--- src/core/cts_pkg.sv ---
// cts_pkg: register map, fields, reset values and timing of the
// CT supervision pick-up block.
// assumes: 10 MHz hclk, AHB-Lite, 32-bit data.
package cts_pkg;

    // ********
    // clock and time base
    // ********
    localparam int CTS_CLK_HZ = 10_000_000;
    localparam int CTS_TICK_US = 5000;
    localparam int CTS_TICK_CYC = CTS_CLK_HZ / 1_000_000 * CTS_TICK_US;
    localparam int CTS_DELAY_STEP_MS = 5;

    // ********
    // register byte offsets
    // ********
    localparam logic [7:0] CTS_OFS_CTRL = 8'h00;
    localparam logic [7:0] CTS_OFS_HIGH = 8'h04;
    localparam logic [7:0] CTS_OFS_LOW = 8'h08;
    localparam logic [7:0] CTS_OFS_RATIO = 8'h0C;
    localparam logic [7:0] CTS_OFS_UNBAL = 8'h10;
    localparam logic [7:0] CTS_OFS_SUMDIF = 8'h14;
    localparam logic [7:0] CTS_OFS_DELAY = 8'h18;
    localparam logic [7:0] CTS_OFS_STATUS = 8'h1C;
    localparam logic [7:0] CTS_OFS_DIFF = 8'h20;
    localparam logic [7:0] CTS_OFS_GRPSEL = 8'h24;

    // ********
    // control field positions
    // ********
    localparam int CTS_CTRL_MODE_LSB = 0;
    localparam int CTS_CTRL_RSEL_LSB = 4;
    localparam int CTS_CTRL_RSUB_BIT = 6;

    // ********
    // setting reset values (0.01 In / 0.01 % / 5 ms units)
    // ********
    localparam logic [15:0] CTS_HIGH_RST = 16'h0078;
    localparam logic [15:0] CTS_LOW_RST = 16'h000A;
    localparam logic [15:0] CTS_RATIO_RST = 16'h03E8;
    localparam logic [15:0] CTS_UNBAL_RST = 16'h1324;
    localparam logic [15:0] CTS_SUMDIF_RST = 16'h000A;
    localparam logic [18:0] CTS_DELAY_RST = 19'h00064;
    localparam logic [15:0] CTS_PCT_FULL = 16'h2710;
    localparam logic [7:0] CTS_HYS_ON = 8'h67;
    localparam logic [7:0] CTS_HYS_OFF = 8'h61;
    localparam logic [7:0] CTS_HYS_DEN = 8'h64;

    typedef enum logic [2:0] {
        CTS_ON = 3'b000,
        CTS_BLOCKED = 3'b001,
        CTS_TEST = 3'b010,
        CTS_TEST_BLOCKED = 3'b011,
        CTS_OFF = 3'b100
    } cts_mode_t;

    typedef enum logic [1:0] {
        CTS_RES_NONE = 2'b00,
        CTS_RES_ONE = 2'b01,
        CTS_RES_TWO = 2'b10
    } cts_rsel_t;

    typedef enum logic [1:0] {
        CTS_ST_IDLE = 2'b00,
        CTS_ST_START = 2'b01,
        CTS_ST_ALARM = 2'b10,
        CTS_ST_BLOCK = 2'b11
    } cts_state_t;

endpackage

--- src/core/cts_setting_mem.sv ---
// cts_setting_mem: two setting groups of threshold words, registered read.
// assumes: one writer, one reader, same clock as the supervision core.
module cts_setting_mem
    import cts_pkg::*;
#(
    parameter int WIDTH = 19,
    parameter int WORDS = 12
) (
    // clock and enable
    input wire logic hclk,
    input wire logic ce,
    // write side
    input wire logic wr_en,
    input wire logic [3:0] wr_addr,
    input wire logic [WIDTH-1:0] wr_data,
    // read side
    input wire logic [3:0] rd_addr,
    output logic [WIDTH-1:0] rd_data
);
    initial begin
        if (WORDS > 16 || WIDTH < 1) begin
            $error("cts_setting_mem: WORDS must be at most 16");
        end
    end

    logic [WIDTH-1:0] mem [WORDS];

    // no reset: contents are loaded by software or the core's preset walk
    always_ff @(posedge hclk) begin
        if (ce) begin
            if (wr_en) begin
                mem[wr_addr] <= wr_data;
            end
            rd_data <= mem[rd_addr];
        end
    end
endmodule

--- src/core/cts_supervision.sv ---
// cts_supervision: pick-up, alarm timing and blocking of CT supervision,
// with an AHB-Lite register slave.
// assumes: synchronous magnitudes in 0.01 In units, refreshed by mag_valid;
// blocking comes from the blocking matrix.
//
// Summary of operation
// phase and residual magnitudes compared each cycle
// release at 97, pick at 103 percent of setting
// a phase above upper limit is a fault, no alarm
// one phase must exceed the lower limit
// min over max phase ratio below setting
// negative over positive ratio above setting
// optional residual difference above its limit
// alarm after definite delay in 5 ms steps
// blocking sampled at each program cycle start
// unblocked pick-up: start and timer run
// blocked pick-up: blocked output only
// blocking during start acts as a release
// source blocks at least 5 ms before expiry
// report residual magnitude and angle difference
// report state: on, blocked, test, test blocked, off
// group switch while running, supervision continues
// timer runs only while all conditions hold
// residual none, one or two, added or subtracted; rsub is stored but not used, the gap is always the magnitude difference
// magnitudes update on 5 ms base
// a dropped condition resets timer, no alarm
module cts_supervision
    import cts_pkg::*;
#(
    parameter int MAG_W = 16,
    parameter int TICK_CYC = CTS_TICK_CYC
) (
    // clock, reset, enable
    input wire logic hclk,
    input wire logic hresetn,
    input wire logic ce,
    // ahb-lite slave
    input wire logic hsel,
    input wire logic [7:0] haddr,
    input wire logic [1:0] htrans,
    input wire logic hwrite,
    input wire logic [2:0] hsize,
    input wire logic [31:0] hwdata,
    input wire logic hready,
    output logic [31:0] hrdata,
    output logic hreadyout,
    output logic hresp,
    // measurements
    input wire logic mag_valid,
    input wire logic [MAG_W-1:0] phase_one_fundamental,
    input wire logic [MAG_W-1:0] phase_two_fundamental,
    input wire logic [MAG_W-1:0] phase_three_fundamental,
    input wire logic [MAG_W-1:0] residual_channel_one,
    input wire logic [MAG_W-1:0] residual_channel_two,
    input wire logic [MAG_W-1:0] negative_sequence,
    input wire logic [MAG_W-1:0] positive_sequence,
    input wire logic [MAG_W-1:0] summed_residual,
    input wire logic [MAG_W-1:0] residual_angle_diff,
    // blocking matrix
    input wire logic block_in,
    // function outputs
    output logic start_out,
    output logic blocked_out,
    output logic alarm_out,
    output logic [2:0] function_operating_state
);
    initial begin
        if (MAG_W != 16 || TICK_CYC < 1) begin
            $error("cts_supervision: MAG_W must be 16 and TICK_CYC positive");
        end
    end

    // ********
    // helpers
    // ********
    // picked: release at 97 %; else pick above 103 %
    function automatic logic cts_hys_gt(input logic [15:0] m, input logic [15:0] s,
                                        input logic picked);
        logic [23:0] lhs;
        logic [23:0] rhs;
        lhs = 24'(m) * 24'(CTS_HYS_DEN);
        rhs = 24'(s) * 24'(picked ? CTS_HYS_OFF : CTS_HYS_ON);
        return lhs > rhs;
    endfunction

    // a/b below pct (0.01 % units): a * 10000 < pct * b
    function automatic logic cts_ratio_lt(input logic [15:0] a, input logic [15:0] b,
                                          input logic [15:0] pct);
        return (32'(a) * 32'(CTS_PCT_FULL)) < (32'(pct) * 32'(b));
    endfunction

    function automatic logic [15:0] cts_absdiff(input logic [15:0] a, input logic [15:0] b);
        return (a > b) ? a - b : b - a;
    endfunction

    // ********
    // state
    // ********
    typedef struct packed {
        logic [2:0] mode;
        logic [1:0] rsel;
        logic rsub;
        logic grp;
        logic grp_wr;
        logic [3:0] pre_idx;
        logic pre_busy;
        logic [15:0] high;
        logic [15:0] low;
        logic [15:0] ratio;
        logic [15:0] unbal;
        logic [15:0] sumdif;
        logic [18:0] delay;
        logic [15:0] p1;
        logic [15:0] p2;
        logic [15:0] p3;
        logic [15:0] res;
        logic [15:0] i2;
        logic [15:0] i1;
        logic [15:0] ang;
        logic [15:0] diff;
        logic [3:0] pk_hi;
        logic [3:0] pk_lo;
        logic pk_dif;
        logic [15:0] tick;
        logic blk;
        logic [18:0] timer;
        cts_state_t st;
        logic ap_wr;
        logic ap_rd;
        logic [7:0] ap_addr;
        logic [31:0] rdata;
        logic ready;
    } cts_state_s_t;

    cts_state_s_t s_reg;
    cts_state_s_t s_next;
    logic [18:0] mem_rdata;
    logic mem_wr;
    logic [3:0] mem_waddr;
    logic [18:0] mem_wdata;
    logic [3:0] mem_raddr;

    cts_setting_mem #(.WIDTH(19), .WORDS(12)) u_mem (
        .hclk(hclk),
        .ce(ce),
        .wr_en(mem_wr),
        .wr_addr(mem_waddr),
        .wr_data(mem_wdata),
        .rd_addr(mem_raddr),
        .rd_data(mem_rdata)
    );

    // ********
    // combinational next state
    // ********
    always_comb begin
        logic [15:0] pmax;
        logic [15:0] pmin;
        logic [15:0] rsum;
        logic cond_hi;
        logic cond_lo_any;
        logic cond_lo_below;
        logic cond_rat;
        logic cond_unb;
        logic cond_res;
        logic pickup;
        logic running;
        logic [31:0] rd;
        logic [3:0] widx;
        s_next = s_reg;
        mem_wr = 1'b0;
        mem_waddr = 4'h0;
        mem_wdata = 19'h00000;
        mem_raddr = 4'h0;
        rd = 32'h0000_0000;
        widx = 4'h0;

        // latch on the 5 ms update
        if (mag_valid) begin
            s_next.p1 = phase_one_fundamental;
            s_next.p2 = phase_two_fundamental;
            s_next.p3 = phase_three_fundamental;
            s_next.i2 = negative_sequence;
            s_next.i1 = positive_sequence;
            s_next.ang = residual_angle_diff;
            unique case (s_reg.rsel)
                CTS_RES_ONE: s_next.res = residual_channel_one;
                CTS_RES_TWO: s_next.res = residual_channel_two;
                default: s_next.res = 16'h0000;
            endcase
        end

        // magnitudes only: polarity flips the phasor, not the size of the gap
        // healthy wiring gives equal magnitudes, so the gap is near zero
        rsum = cts_absdiff(summed_residual, s_reg.res);
        s_next.diff = rsum;

        // per-channel hysteresis pick-up every cycle
        s_next.pk_hi[0] = cts_hys_gt(s_reg.p1, s_reg.high, s_reg.pk_hi[0]);
        s_next.pk_hi[1] = cts_hys_gt(s_reg.p2, s_reg.high, s_reg.pk_hi[1]);
        s_next.pk_hi[2] = cts_hys_gt(s_reg.p3, s_reg.high, s_reg.pk_hi[2]);
        s_next.pk_hi[3] = cts_hys_gt(s_reg.res, s_reg.high, s_reg.pk_hi[3]);
        s_next.pk_lo[0] = cts_hys_gt(s_reg.p1, s_reg.low, s_reg.pk_lo[0]);
        s_next.pk_lo[1] = cts_hys_gt(s_reg.p2, s_reg.low, s_reg.pk_lo[1]);
        s_next.pk_lo[2] = cts_hys_gt(s_reg.p3, s_reg.low, s_reg.pk_lo[2]);
        s_next.pk_lo[3] = cts_hys_gt(s_reg.res, s_reg.low, s_reg.pk_lo[3]);
        s_next.pk_dif = cts_hys_gt(s_reg.diff, s_reg.sumdif, s_reg.pk_dif);

        pmax = s_reg.p1;
        pmin = s_reg.p1;
        if (s_reg.p2 > pmax) pmax = s_reg.p2;
        if (s_reg.p3 > pmax) pmax = s_reg.p3;
        if (s_reg.p2 < pmin) pmin = s_reg.p2;
        if (s_reg.p3 < pmin) pmin = s_reg.p3;

        cond_hi = ~|s_reg.pk_hi[2:0];
        cond_lo_any = |s_reg.pk_lo[2:0];
        cond_lo_below = ~&s_reg.pk_lo[2:0];
        cond_rat = cts_ratio_lt(pmin, pmax, s_reg.ratio);
        cond_unb = !cts_ratio_lt(s_reg.i2, s_reg.i1, s_reg.unbal)
                   && (s_reg.i1 != 16'h0000);
        cond_res = (s_reg.rsel == CTS_RES_NONE) || s_reg.pk_dif;
        pickup = cond_hi && cond_lo_any && cond_lo_below && cond_rat && cond_unb
                 && cond_res;
        running = (s_reg.mode != CTS_OFF);

        // program cycle: blocking sampled at its start
        if (s_reg.tick == 16'(TICK_CYC - 1)) begin
            s_next.tick = 16'h0000;
            s_next.blk = block_in || s_reg.mode == CTS_BLOCKED
                         || s_reg.mode == CTS_TEST_BLOCKED;
        end else begin
            s_next.tick = s_reg.tick + 16'h0001;
        end

        if (!running || !pickup) begin
            s_next.st = CTS_ST_IDLE;
            s_next.timer = 19'h00000;
        end else begin
            unique case (s_reg.st)
                CTS_ST_IDLE: begin
                    s_next.st = s_reg.blk ? CTS_ST_BLOCK : CTS_ST_START;
                    s_next.timer = 19'h00000;
                end
                CTS_ST_START: begin
                    if (s_reg.blk) begin
                        s_next.st = CTS_ST_BLOCK;
                        s_next.timer = 19'h00000;
                    end else if (s_reg.tick == 16'(TICK_CYC - 1)) begin
                        if (s_reg.timer + 19'h00001 >= s_reg.delay) begin
                            s_next.st = CTS_ST_ALARM;
                        end else begin
                            s_next.timer = s_reg.timer + 19'h00001;
                        end
                    end else if (s_reg.delay == 19'h00000) begin
                        s_next.st = CTS_ST_ALARM;
                    end
                end
                CTS_ST_ALARM: begin
                    if (s_reg.blk) s_next.st = CTS_ST_BLOCK;
                end
                CTS_ST_BLOCK: begin
                    if (!s_reg.blk) s_next.st = CTS_ST_START;
                end
            endcase
        end

        // after reset, copy defaults into both groups
        if (s_reg.pre_busy) begin
            mem_wr = 1'b1;
            mem_waddr = s_reg.pre_idx;
            unique case (s_reg.pre_idx % 4'h6)
                4'h0: mem_wdata = {3'b000, CTS_HIGH_RST};
                4'h1: mem_wdata = {3'b000, CTS_LOW_RST};
                4'h2: mem_wdata = {3'b000, CTS_RATIO_RST};
                4'h3: mem_wdata = {3'b000, CTS_UNBAL_RST};
                4'h4: mem_wdata = {3'b000, CTS_SUMDIF_RST};
                default: mem_wdata = CTS_DELAY_RST;
            endcase
            s_next.pre_idx = s_reg.pre_idx + 4'h1;
            if (s_reg.pre_idx == 4'hB) s_next.pre_busy = 1'b0;
        end

        // ahb data phase
        s_next.ready = 1'b1;
        s_next.rdata = 32'h0000_0000;
        if (s_reg.ap_wr) begin
            unique case (s_reg.ap_addr)
                CTS_OFS_CTRL: begin
                    s_next.mode = hwdata[CTS_CTRL_MODE_LSB +: 3];
                    s_next.rsel = hwdata[CTS_CTRL_RSEL_LSB +: 2];
                    s_next.rsub = hwdata[CTS_CTRL_RSUB_BIT];
                end
                CTS_OFS_GRPSEL: begin
                    s_next.grp = hwdata[0];
                    s_next.grp_wr = hwdata[1];
                end
                default: begin
                    if (s_reg.ap_addr >= CTS_OFS_HIGH && s_reg.ap_addr <= CTS_OFS_DELAY
                        && !s_reg.pre_busy) begin
                        widx = 4'(s_reg.ap_addr[7:2] - 6'h01);
                        mem_wr = 1'b1;
                        mem_waddr = (s_reg.grp_wr ? 4'h6 : 4'h0) + widx;
                        mem_wdata = hwdata[18:0];
                    end
                end
            endcase
        end
        if (hsel && hready && htrans[1] && !hwrite) begin
            unique case ({haddr[7:2], 2'b00})
                CTS_OFS_CTRL: rd = {25'h0, s_reg.rsub, s_reg.rsel, 1'b0, s_reg.mode};
                CTS_OFS_HIGH: rd = {16'h0, s_reg.high};
                CTS_OFS_LOW: rd = {16'h0, s_reg.low};
                CTS_OFS_RATIO: rd = {16'h0, s_reg.ratio};
                CTS_OFS_UNBAL: rd = {16'h0, s_reg.unbal};
                CTS_OFS_SUMDIF: rd = {16'h0, s_reg.sumdif};
                CTS_OFS_DELAY: rd = {13'h0, s_reg.delay};
                CTS_OFS_STATUS: rd = {16'h0, s_reg.timer[12:0], s_reg.st == CTS_ST_ALARM,
                                      s_reg.st == CTS_ST_BLOCK, s_reg.st == CTS_ST_START};
                CTS_OFS_DIFF: rd = {s_reg.ang, s_reg.diff};
                CTS_OFS_GRPSEL: rd = {30'h0, s_reg.grp_wr, s_reg.grp};
                default: rd = 32'h0000_0000;
            endcase
            s_next.rdata = rd;
        end
        s_next.ap_wr = hsel && hready && htrans[1] && hwrite && hsize == 3'b010;
        s_next.ap_rd = hsel && hready && htrans[1] && !hwrite;
        s_next.ap_addr = {haddr[7:2], 2'b00};

        // active group reloaded one word per cycle so switching never halts supervision
        mem_raddr = (s_reg.grp ? 4'h6 : 4'h0) + 4'(s_reg.tick % 16'h0006);
        unique case (4'(s_reg.tick % 16'h0006) - 4'h1)
            4'h0: s_next.high = mem_rdata[15:0];
            4'h1: s_next.low = mem_rdata[15:0];
            4'h2: s_next.ratio = mem_rdata[15:0];
            4'h3: s_next.unbal = mem_rdata[15:0];
            4'h4: s_next.sumdif = mem_rdata[15:0];
            default: if (!s_reg.pre_busy && s_reg.tick != 16'h0000) s_next.delay = mem_rdata;
        endcase
    end

    // ********
    // registers
    // ********
    always_ff @(posedge hclk or negedge hresetn) begin
        if (!hresetn) begin
            s_reg <= '0;
            s_reg.mode <= CTS_ON;
            s_reg.pre_busy <= 1'b1;
            s_reg.high <= CTS_HIGH_RST;
            s_reg.low <= CTS_LOW_RST;
            s_reg.ratio <= CTS_RATIO_RST;
            s_reg.unbal <= CTS_UNBAL_RST;
            s_reg.sumdif <= CTS_SUMDIF_RST;
            s_reg.delay <= CTS_DELAY_RST;
            s_reg.st <= CTS_ST_IDLE;
            s_reg.ready <= 1'b1;
        end else if (ce) begin
            s_reg <= s_next;
        end
    end

    // outputs straight from flip-flops
    always_comb begin
        hrdata = s_reg.rdata;
        hreadyout = s_reg.ready;
        hresp = 1'b0;
        start_out = (s_reg.st == CTS_ST_START);
        blocked_out = (s_reg.st == CTS_ST_BLOCK);
        alarm_out = (s_reg.st == CTS_ST_ALARM) && s_reg.mode != CTS_TEST
                    && s_reg.mode != CTS_TEST_BLOCKED;
        function_operating_state = s_reg.mode;
    end
endmodule

--- config.mk ---
export PLATFORM = sky130hd
export DESIGN_NAME = cts_supervision
export DESIGN_NICKNAME = d
export VERILOG_FILES = /design/src/core/cts_pkg.sv /design/src/core/cts_setting_mem.sv /design/src/core/cts_supervision.sv
export SDC_FILE = /design/constraint.sdc
export NUM_CORES = 2
export LEC_CHECK = 0
export BUFFER_PORTS_ARGS = -buffer_cell sky130_fd_sc_hd__buf_2
export CAP_MARGIN = 20
export CORE_ASPECT_RATIO = 0.6
export CORE_MARGIN = 2
export CORE_UTILIZATION = 41
export DETAILED_ROUTE_END_ITERATION = 16
export HOLD_SLACK_MARGIN = 0.05
export SLEW_MARGIN = 25
export SYNTH_ARGS = -nofsm -noshare
export SYNTH_HDL_FRONTEND = slang
export SYNTH_SLANG_ARGS = --single-unit
export TNS_END_PERCENT = 1
--- constraint.sdc ---
create_clock -name hclk -period 17.4 [get_ports hclk]
set_input_delay 2.61 -clock hclk [delete_from_list [all_inputs] [get_ports hclk]]
set_output_delay 2.61 -clock hclk [all_outputs]
set_load 0.01 [all_outputs]
; Word-level counts from Yosys, hierarchy flattened
; Memory sizes are Yosys's and may differ from the RTL's. A register that Yosys moved wholly into a read port is not among the register bits.
; Index checks and enable logic that the tools add are counted.
[classes]
addsub = 9
mul = 18
div = 2
n_lt_le_gt_ge = 19
n_eq_ne = 37
n_mux = 50
bitwise_logic = 1
n_reduce_logical = 56
[op_table]
columns = cell, n
row1 = case mux 32 bit (10 select lines), 1
row2 = greater-than comparator 23 bit, 9
row3 = multiplier 16 x 7 -> 23 bit, 9
row4 = "multiplier 16 x 5 -> 21 bit, second input constant", 5
row5 = 2-to-1 mux 16 bit, 6
row6 = 2-to-1 mux 19 bit, 5
row7 = < comparator 30 x 32 -> 1 bit, 2
row8 = multiplier 16 x 16 -> 32 bit, 2
row9 = "multiplier 16 x 10 -> 26 bit, second input constant", 2
row10 = case mux 13 bit (4 select lines), 1
row11 = greater-than comparator 16 bit, 3
row12 = 2-to-1 mux 21 bit, 2
row13 = case mux 19 bit (2 select lines), 1
row14 = 2-to-1 mux 3 bit, 11
row15 = < comparator 16 bit, 2
row16 = 2-to-1 mux 32 bit, 1
row17 = case mux 16 bit (2 select lines), 1
row18 = nonzero test 16 bit, 2
row19 = subtractor 16 bit, 2
row20 = "== test 6 x 3 -> 1 bit, second input constant", 4
row21 = "adder 19 x 1 -> 19 bit, second input constant", 1
row22 = greater-or-equal comparator 19 bit, 1
row23 = zero test 19 bit, 1
row24 = "== test 6 x 4 -> 1 bit, second input constant", 3
row25 = 46 further kinds, 115
[totals]
regBits = 326
ramBits = 228
inputBits = 197
output_inout_bits = 40
wordCells = 224
mem_count = 1
[mem_list]
columns = memory, words, word_bits, read_ports, rd_clocked_by_memory_dff, wr, line_no
row1 = u_mem.mem, 12, 19, 1, 1, 1, cts_setting_mem.sv:26  ; logic [WIDTH-1:0] mem [WORDS];

; Depth between registers and ports, before layout
[logic_depth]
ltp_word = 13
mapped_depth = 72

; Cells and area by module
; From an unflattened synthesis, not the netlist that was laid out.
[hier_totals]
hier_cells = 7698
hier_area_um2 = 76015.4
[by_module_without_submodules]
columns = module, instances, cells_per_inst, area_per_inst_um2, seq_area_each_um2
row1 = cts_supervision, 1, 7295, 66739.0, 8136.6
row2 = cts_setting_mem, 1, 403, 9276.4, 7417.1

; Worst setup path before layout
; OpenSTA, ideal clock, no wires.
[synth_path]
path_type = reg2reg
start = reg s_reg[203] in the netlist's numbering
end = reg s_reg[56] in the netlist's numbering
setup_ps = 64
arrival_ps = 12856
setup_slack_ps = 4481
path_stages_with_launch = 64
n_path_buf = 5
period_less_slack_ps = 12919
cell_sequence = dfrtp_1 -> inv_1 -> ha_1 -> nor2b_1 -> o21a_1 -> o21a_1 -> o21a_1 -> o21a_1 -> o21ai_0 -> nand2_1 -> and4_1 -> nor2_1 -> clkbuf_1 -> nor2_1 -> a21oi_1 -> ha_1 -> a21o_1 -> a21oi_1 -> (+28 left out) -> nand4_1 -> nand2_1 -> a21oi_1 -> o21bai_1 -> a21oi_1 -> xor2_1 -> ha_1 -> nor2b_1 -> o21ai_0 -> nand2_1 -> a211oi_1 -> o21ai_0 -> a21o_1 -> a31oi_1 -> nor2_1 -> a21oi_1 -> clkbuf_1 -> a21bo_2
[synth_between]
elab_chain_cells = 13
elab_cells_between_ends = 21
[synth_rtl]
columns = element, line_no
row1 = from (decl), cts_supervision.sv:135  ; cts_state_s_t s_reg;
row2 = from (signal assigned), cts_supervision.sv:359  ; s_reg <= s_next;
row3 = < comparator 16 bit or greater-than comparator 16 bit (tied branches), "cts_supervision.sv:213, cts_supervision.sv:211"
row4 = 2-to-1 mux 16 bit (on tied branches), "cts_supervision.sv:213, cts_supervision.sv:211"
row5 = < comparator 16 bit or greater-than comparator 16 bit (tied branches), "cts_supervision.sv:214, cts_supervision.sv:212"
row6 = 2-to-1 mux 16 bit (on tied branches), "cts_supervision.sv:214, cts_supervision.sv:212"
row7 = multiplier 16 x 10 -> 26 bit or multiplier 16 x 16 -> 32 bit (tied branches), cts_supervision.sv:89  ; return (32'(a) * 32'(CTS_PCT_FULL)) < (32'(pct) * 32'(b));
row8 = < comparator 30 x 32 -> 1 bit *, cts_supervision.sv:89
row9 = logical AND 1 bit * (2 in series), cts_supervision.sv:223  ; pickup = cond_hi && cond_lo_any && cond_lo_below && cond_rat && cond_unb
row10 = logical AND 1 bit *, cts_supervision.sv:224  ; && cond_res;
row11 = zero test 1 bit *, cts_supervision.sv:236  ; if (!running || !pickup) begin
row12 = logical OR 1 bit *, cts_supervision.sv:236
row13 = "inequality test 4 bit (no line), or another cell as far along", -
row14 = AND reduction 4 bit (no line), -
; Every way passes the cells marked *; elsewhere a longest branch is shown, timed or not.
; A chain may end at the register's enable or synchronous reset.

; Worst setup path after layout
[layout_path]
start = reg s_reg[211] in the netlist's numbering
end = reg s_reg[52] in the netlist's numbering
; Same word-level chain as after synthesis.

==> results_dict.tcl <==
set metrics [dict create \
    cts.clk_slew.worst_paths_ns 0.07 \
    ios 237 \
    hold_path.class "reg -> reg" \
    holdBufCountCts 0 \
    syn_inst 7651 \
    whs_ns 0.4787 \
    final_cell_mix "1355 x inv_1, 1278 x ha_1, 757 x fa_1, 525 x nand2_1, 332 x a21oi_1" \
    cts.htree.levels 2 \
    cp.arrival_ns 16.33 \
    firstDrtPassIters 6 \
    wl_per_cell_um 21.36 \
    ys_seq_elements 571 \
    clock_path_buffers 3 \
    max_stage_delay_ns 0.88 \
    async_flop_share_pct 56.74 \
    cp_data_required_time_ns 18.08 \
    outcome "completed" \
    rows 121 \
    fin_skew_ns 0.1013 \
    max-cap-violations 0 \
    path_common_cell "a21oi_1" \
    final_common_cell "inv_1" \
    max_freq_ghz 0.06393 \
    synth_area_um2 75560 \
    route.vias.total 55220 \
    die_h_um 336.5 \
    cp_max_fo 34 \
    dieArea_um2 187900 \
    yosysWarningCount 0 \
    coreArea_um2 182300 \
    post_cts_buffers 0 \
    postRouteAntennaNets 0 \
    drcViolationCount 0 \
    worstRegToRegCells 59 \
    grt_pass1_wl_mm 338.0 \
    largest_reg_flops 289 \
    synth-edff-count 247 \
    setup_violations 0 \
    grt_max_degree 69 \
    synth.distinct_cells 101 \
    final_nets 9982 \
    cts_tree "done" \
    wirelength_mm 219.1 \
    numPortBuffers 218 \
    cp-end-kind "flip-flop" \
    overflow 0 \
    grt_setup_unrepaired "no" \
    ys.flop_type "dfrtp_1" \
    grt_antenna_before_repair 14 \
    fin_setup_tns_ns 0 \
    slowest_stage "nand4_1" \
    clock-sinks 571 \
    initial_core_util_pct 41.45 \
    clk_latency_ns 0.76 \
    path_class "reg -> reg" \
    cts_buffers 60 \
    viasPerCell 5.382 \
    hold_viol 0 \
    fin_crit_ns 15.64 \
    worst_pin_slew_ns 1.059 \
    syn_area_per_cell_um2 9.876 \
    track_usage_pct 23.53 \
    die_w_um 558.2 \
    grt_pass1_vias 55440 \
    fin_crit_sh_pct 89.89 \
    drive_above_1_share_pct 9.950 \
    final_max_slew_viol_count 0 \
    startpoint_type "flip-flop" \
    max_slew_margin_pct 29.41 \
    dp_hpwl_mm 176.7 \
    holdPathStages 1 \
    yosysSeqAreaShare_pct 20.58 \
    gp_congestion 0.9288 \
    syn_nets 9885 \
    dr.first_iter.drc_count 4350 \
    cts_root_buffer "clkbuf_16" \
    area_growth_pct 7.627 \
    post_cts_resized 0 \
]
## cell type report
type / instances / area [um2]
sequential: 571 / 15560
clock buffer: 79 / 1677
antenna: 2 / 5.005
inverter: 1357 / 5094
multi-input combinational: 5462 / 53870
fill: 17370 / 101000
tap: 2460 / 3078
clock inverter: 34 / 346.6
timing repair buffer: 296 / 1693
## cells by family (layout without fill, tap and decap cells)
kind of cell             count (synthesis)  after routing  share of synthesized area, %
other                                    2              4                      0.009939
XOR/XNOR                               310            310                         3.593
adder cells (fa/ha/maj)               2037           2037                         41.26
buffers and inverters                 1618           1766                         8.306
multiplexers                           337            337                         5.822
flip-flops                             571            571                         20.58
AND/OR/NAND/NOR                       1608           1608                         10.48
AO/OA/AOI/OAI                         1168           1168                         9.947
## routing by layer
metal | track usage, % | share of wire (%) | vias to the layer above
met2 | 32.88 | 40 | 1891
met5 | 0 | 0.027 | -
li1 | - | - | 25710
met1 | 37.09 | 50 | 27430
met4 | 3.930 | 1.6 | 10
met3 | 4.954 | 8.9 | 192
## critical path: cells and delay by family, from the launching register on
kind	cells	cell delay, ns
adder cells (fa/ha/maj)	10	4.45
AND/OR/NAND/NOR	19	3.18
buffers and inverters	5	0.60
flip-flops	1	0.51
AO/OA/AOI/OAI	24	6.67
XOR/XNOR	1	0.18
## worst paths after layout
kind,end,slack (ns),startpoint
setup / recovery,s_reg[52],1.76,s_reg[211]
min in group asynchronous,s_reg[311],1.85,hresetn
max in group asynchronous,s_reg[116],13.61,hresetn
setup reg to reg,s_reg[52],1.76,s_reg[211]
hold / removal,s_reg[236],0.48,u_mem.rd_data[18]
hold reg to reg,s_reg[236],0.48,u_mem.rd_data[18]
## cell usage after synthesis (26+ instances only)
master	count	share of area (%)
a21boi_0	50	0.50
a21o_1	139	1.4
a21oi_1	333	2.2
a22o_1	33	0.38
a22oi_1	56	0.56
a31oi_1	28	0.23
and2_1	187	1.5
and3_1	37	0.31
buf_4	40	0.40
clkbuf_1	188	0.93
dfrtp_1	301	10
edfxtp_1	247	9.8
fa_1	758	20
ha_1	1279	21
inv_1	1356	6.7
mux2_2	208	3.1
mux2i_1	60	0.79
mux4_2	57	1.7
nand2_1	526	2.6
nand2b_1	100	0.83
nand3_1	78	0.52
nand4_1	74	0.61
nor2_1	316	1.6
nor2b_1	130	1.1
nor3_1	53	0.35
nor4_1	26	0.22
o21a_1	41	0.41
o21ai_0	281	1.9
o21bai_1	28	0.28
xnor2_1	202	2.3
xor2_1	108	1.3
## through the flow
step / utilization (%) / instance area [um2] / setup slack (ns) / instances
final: 44.62 / 81320 / 1.759 / 10260
after CTS: 44.61 / 81310 / 1.959 / 10260
after global placement: 43.49 / 79270 / 2.055 / 10150
after detailed placement: 43.50 / 79290 / 2.001 / 10150
after global routing: 44.61 / 81320 / 0.7183 / 10260
after floorplan: - / 75560 / 4.481 / 7651
Power is not shown: default switching activity piles up to over one toggle a cycle in this logic, so the estimate is an artifact.
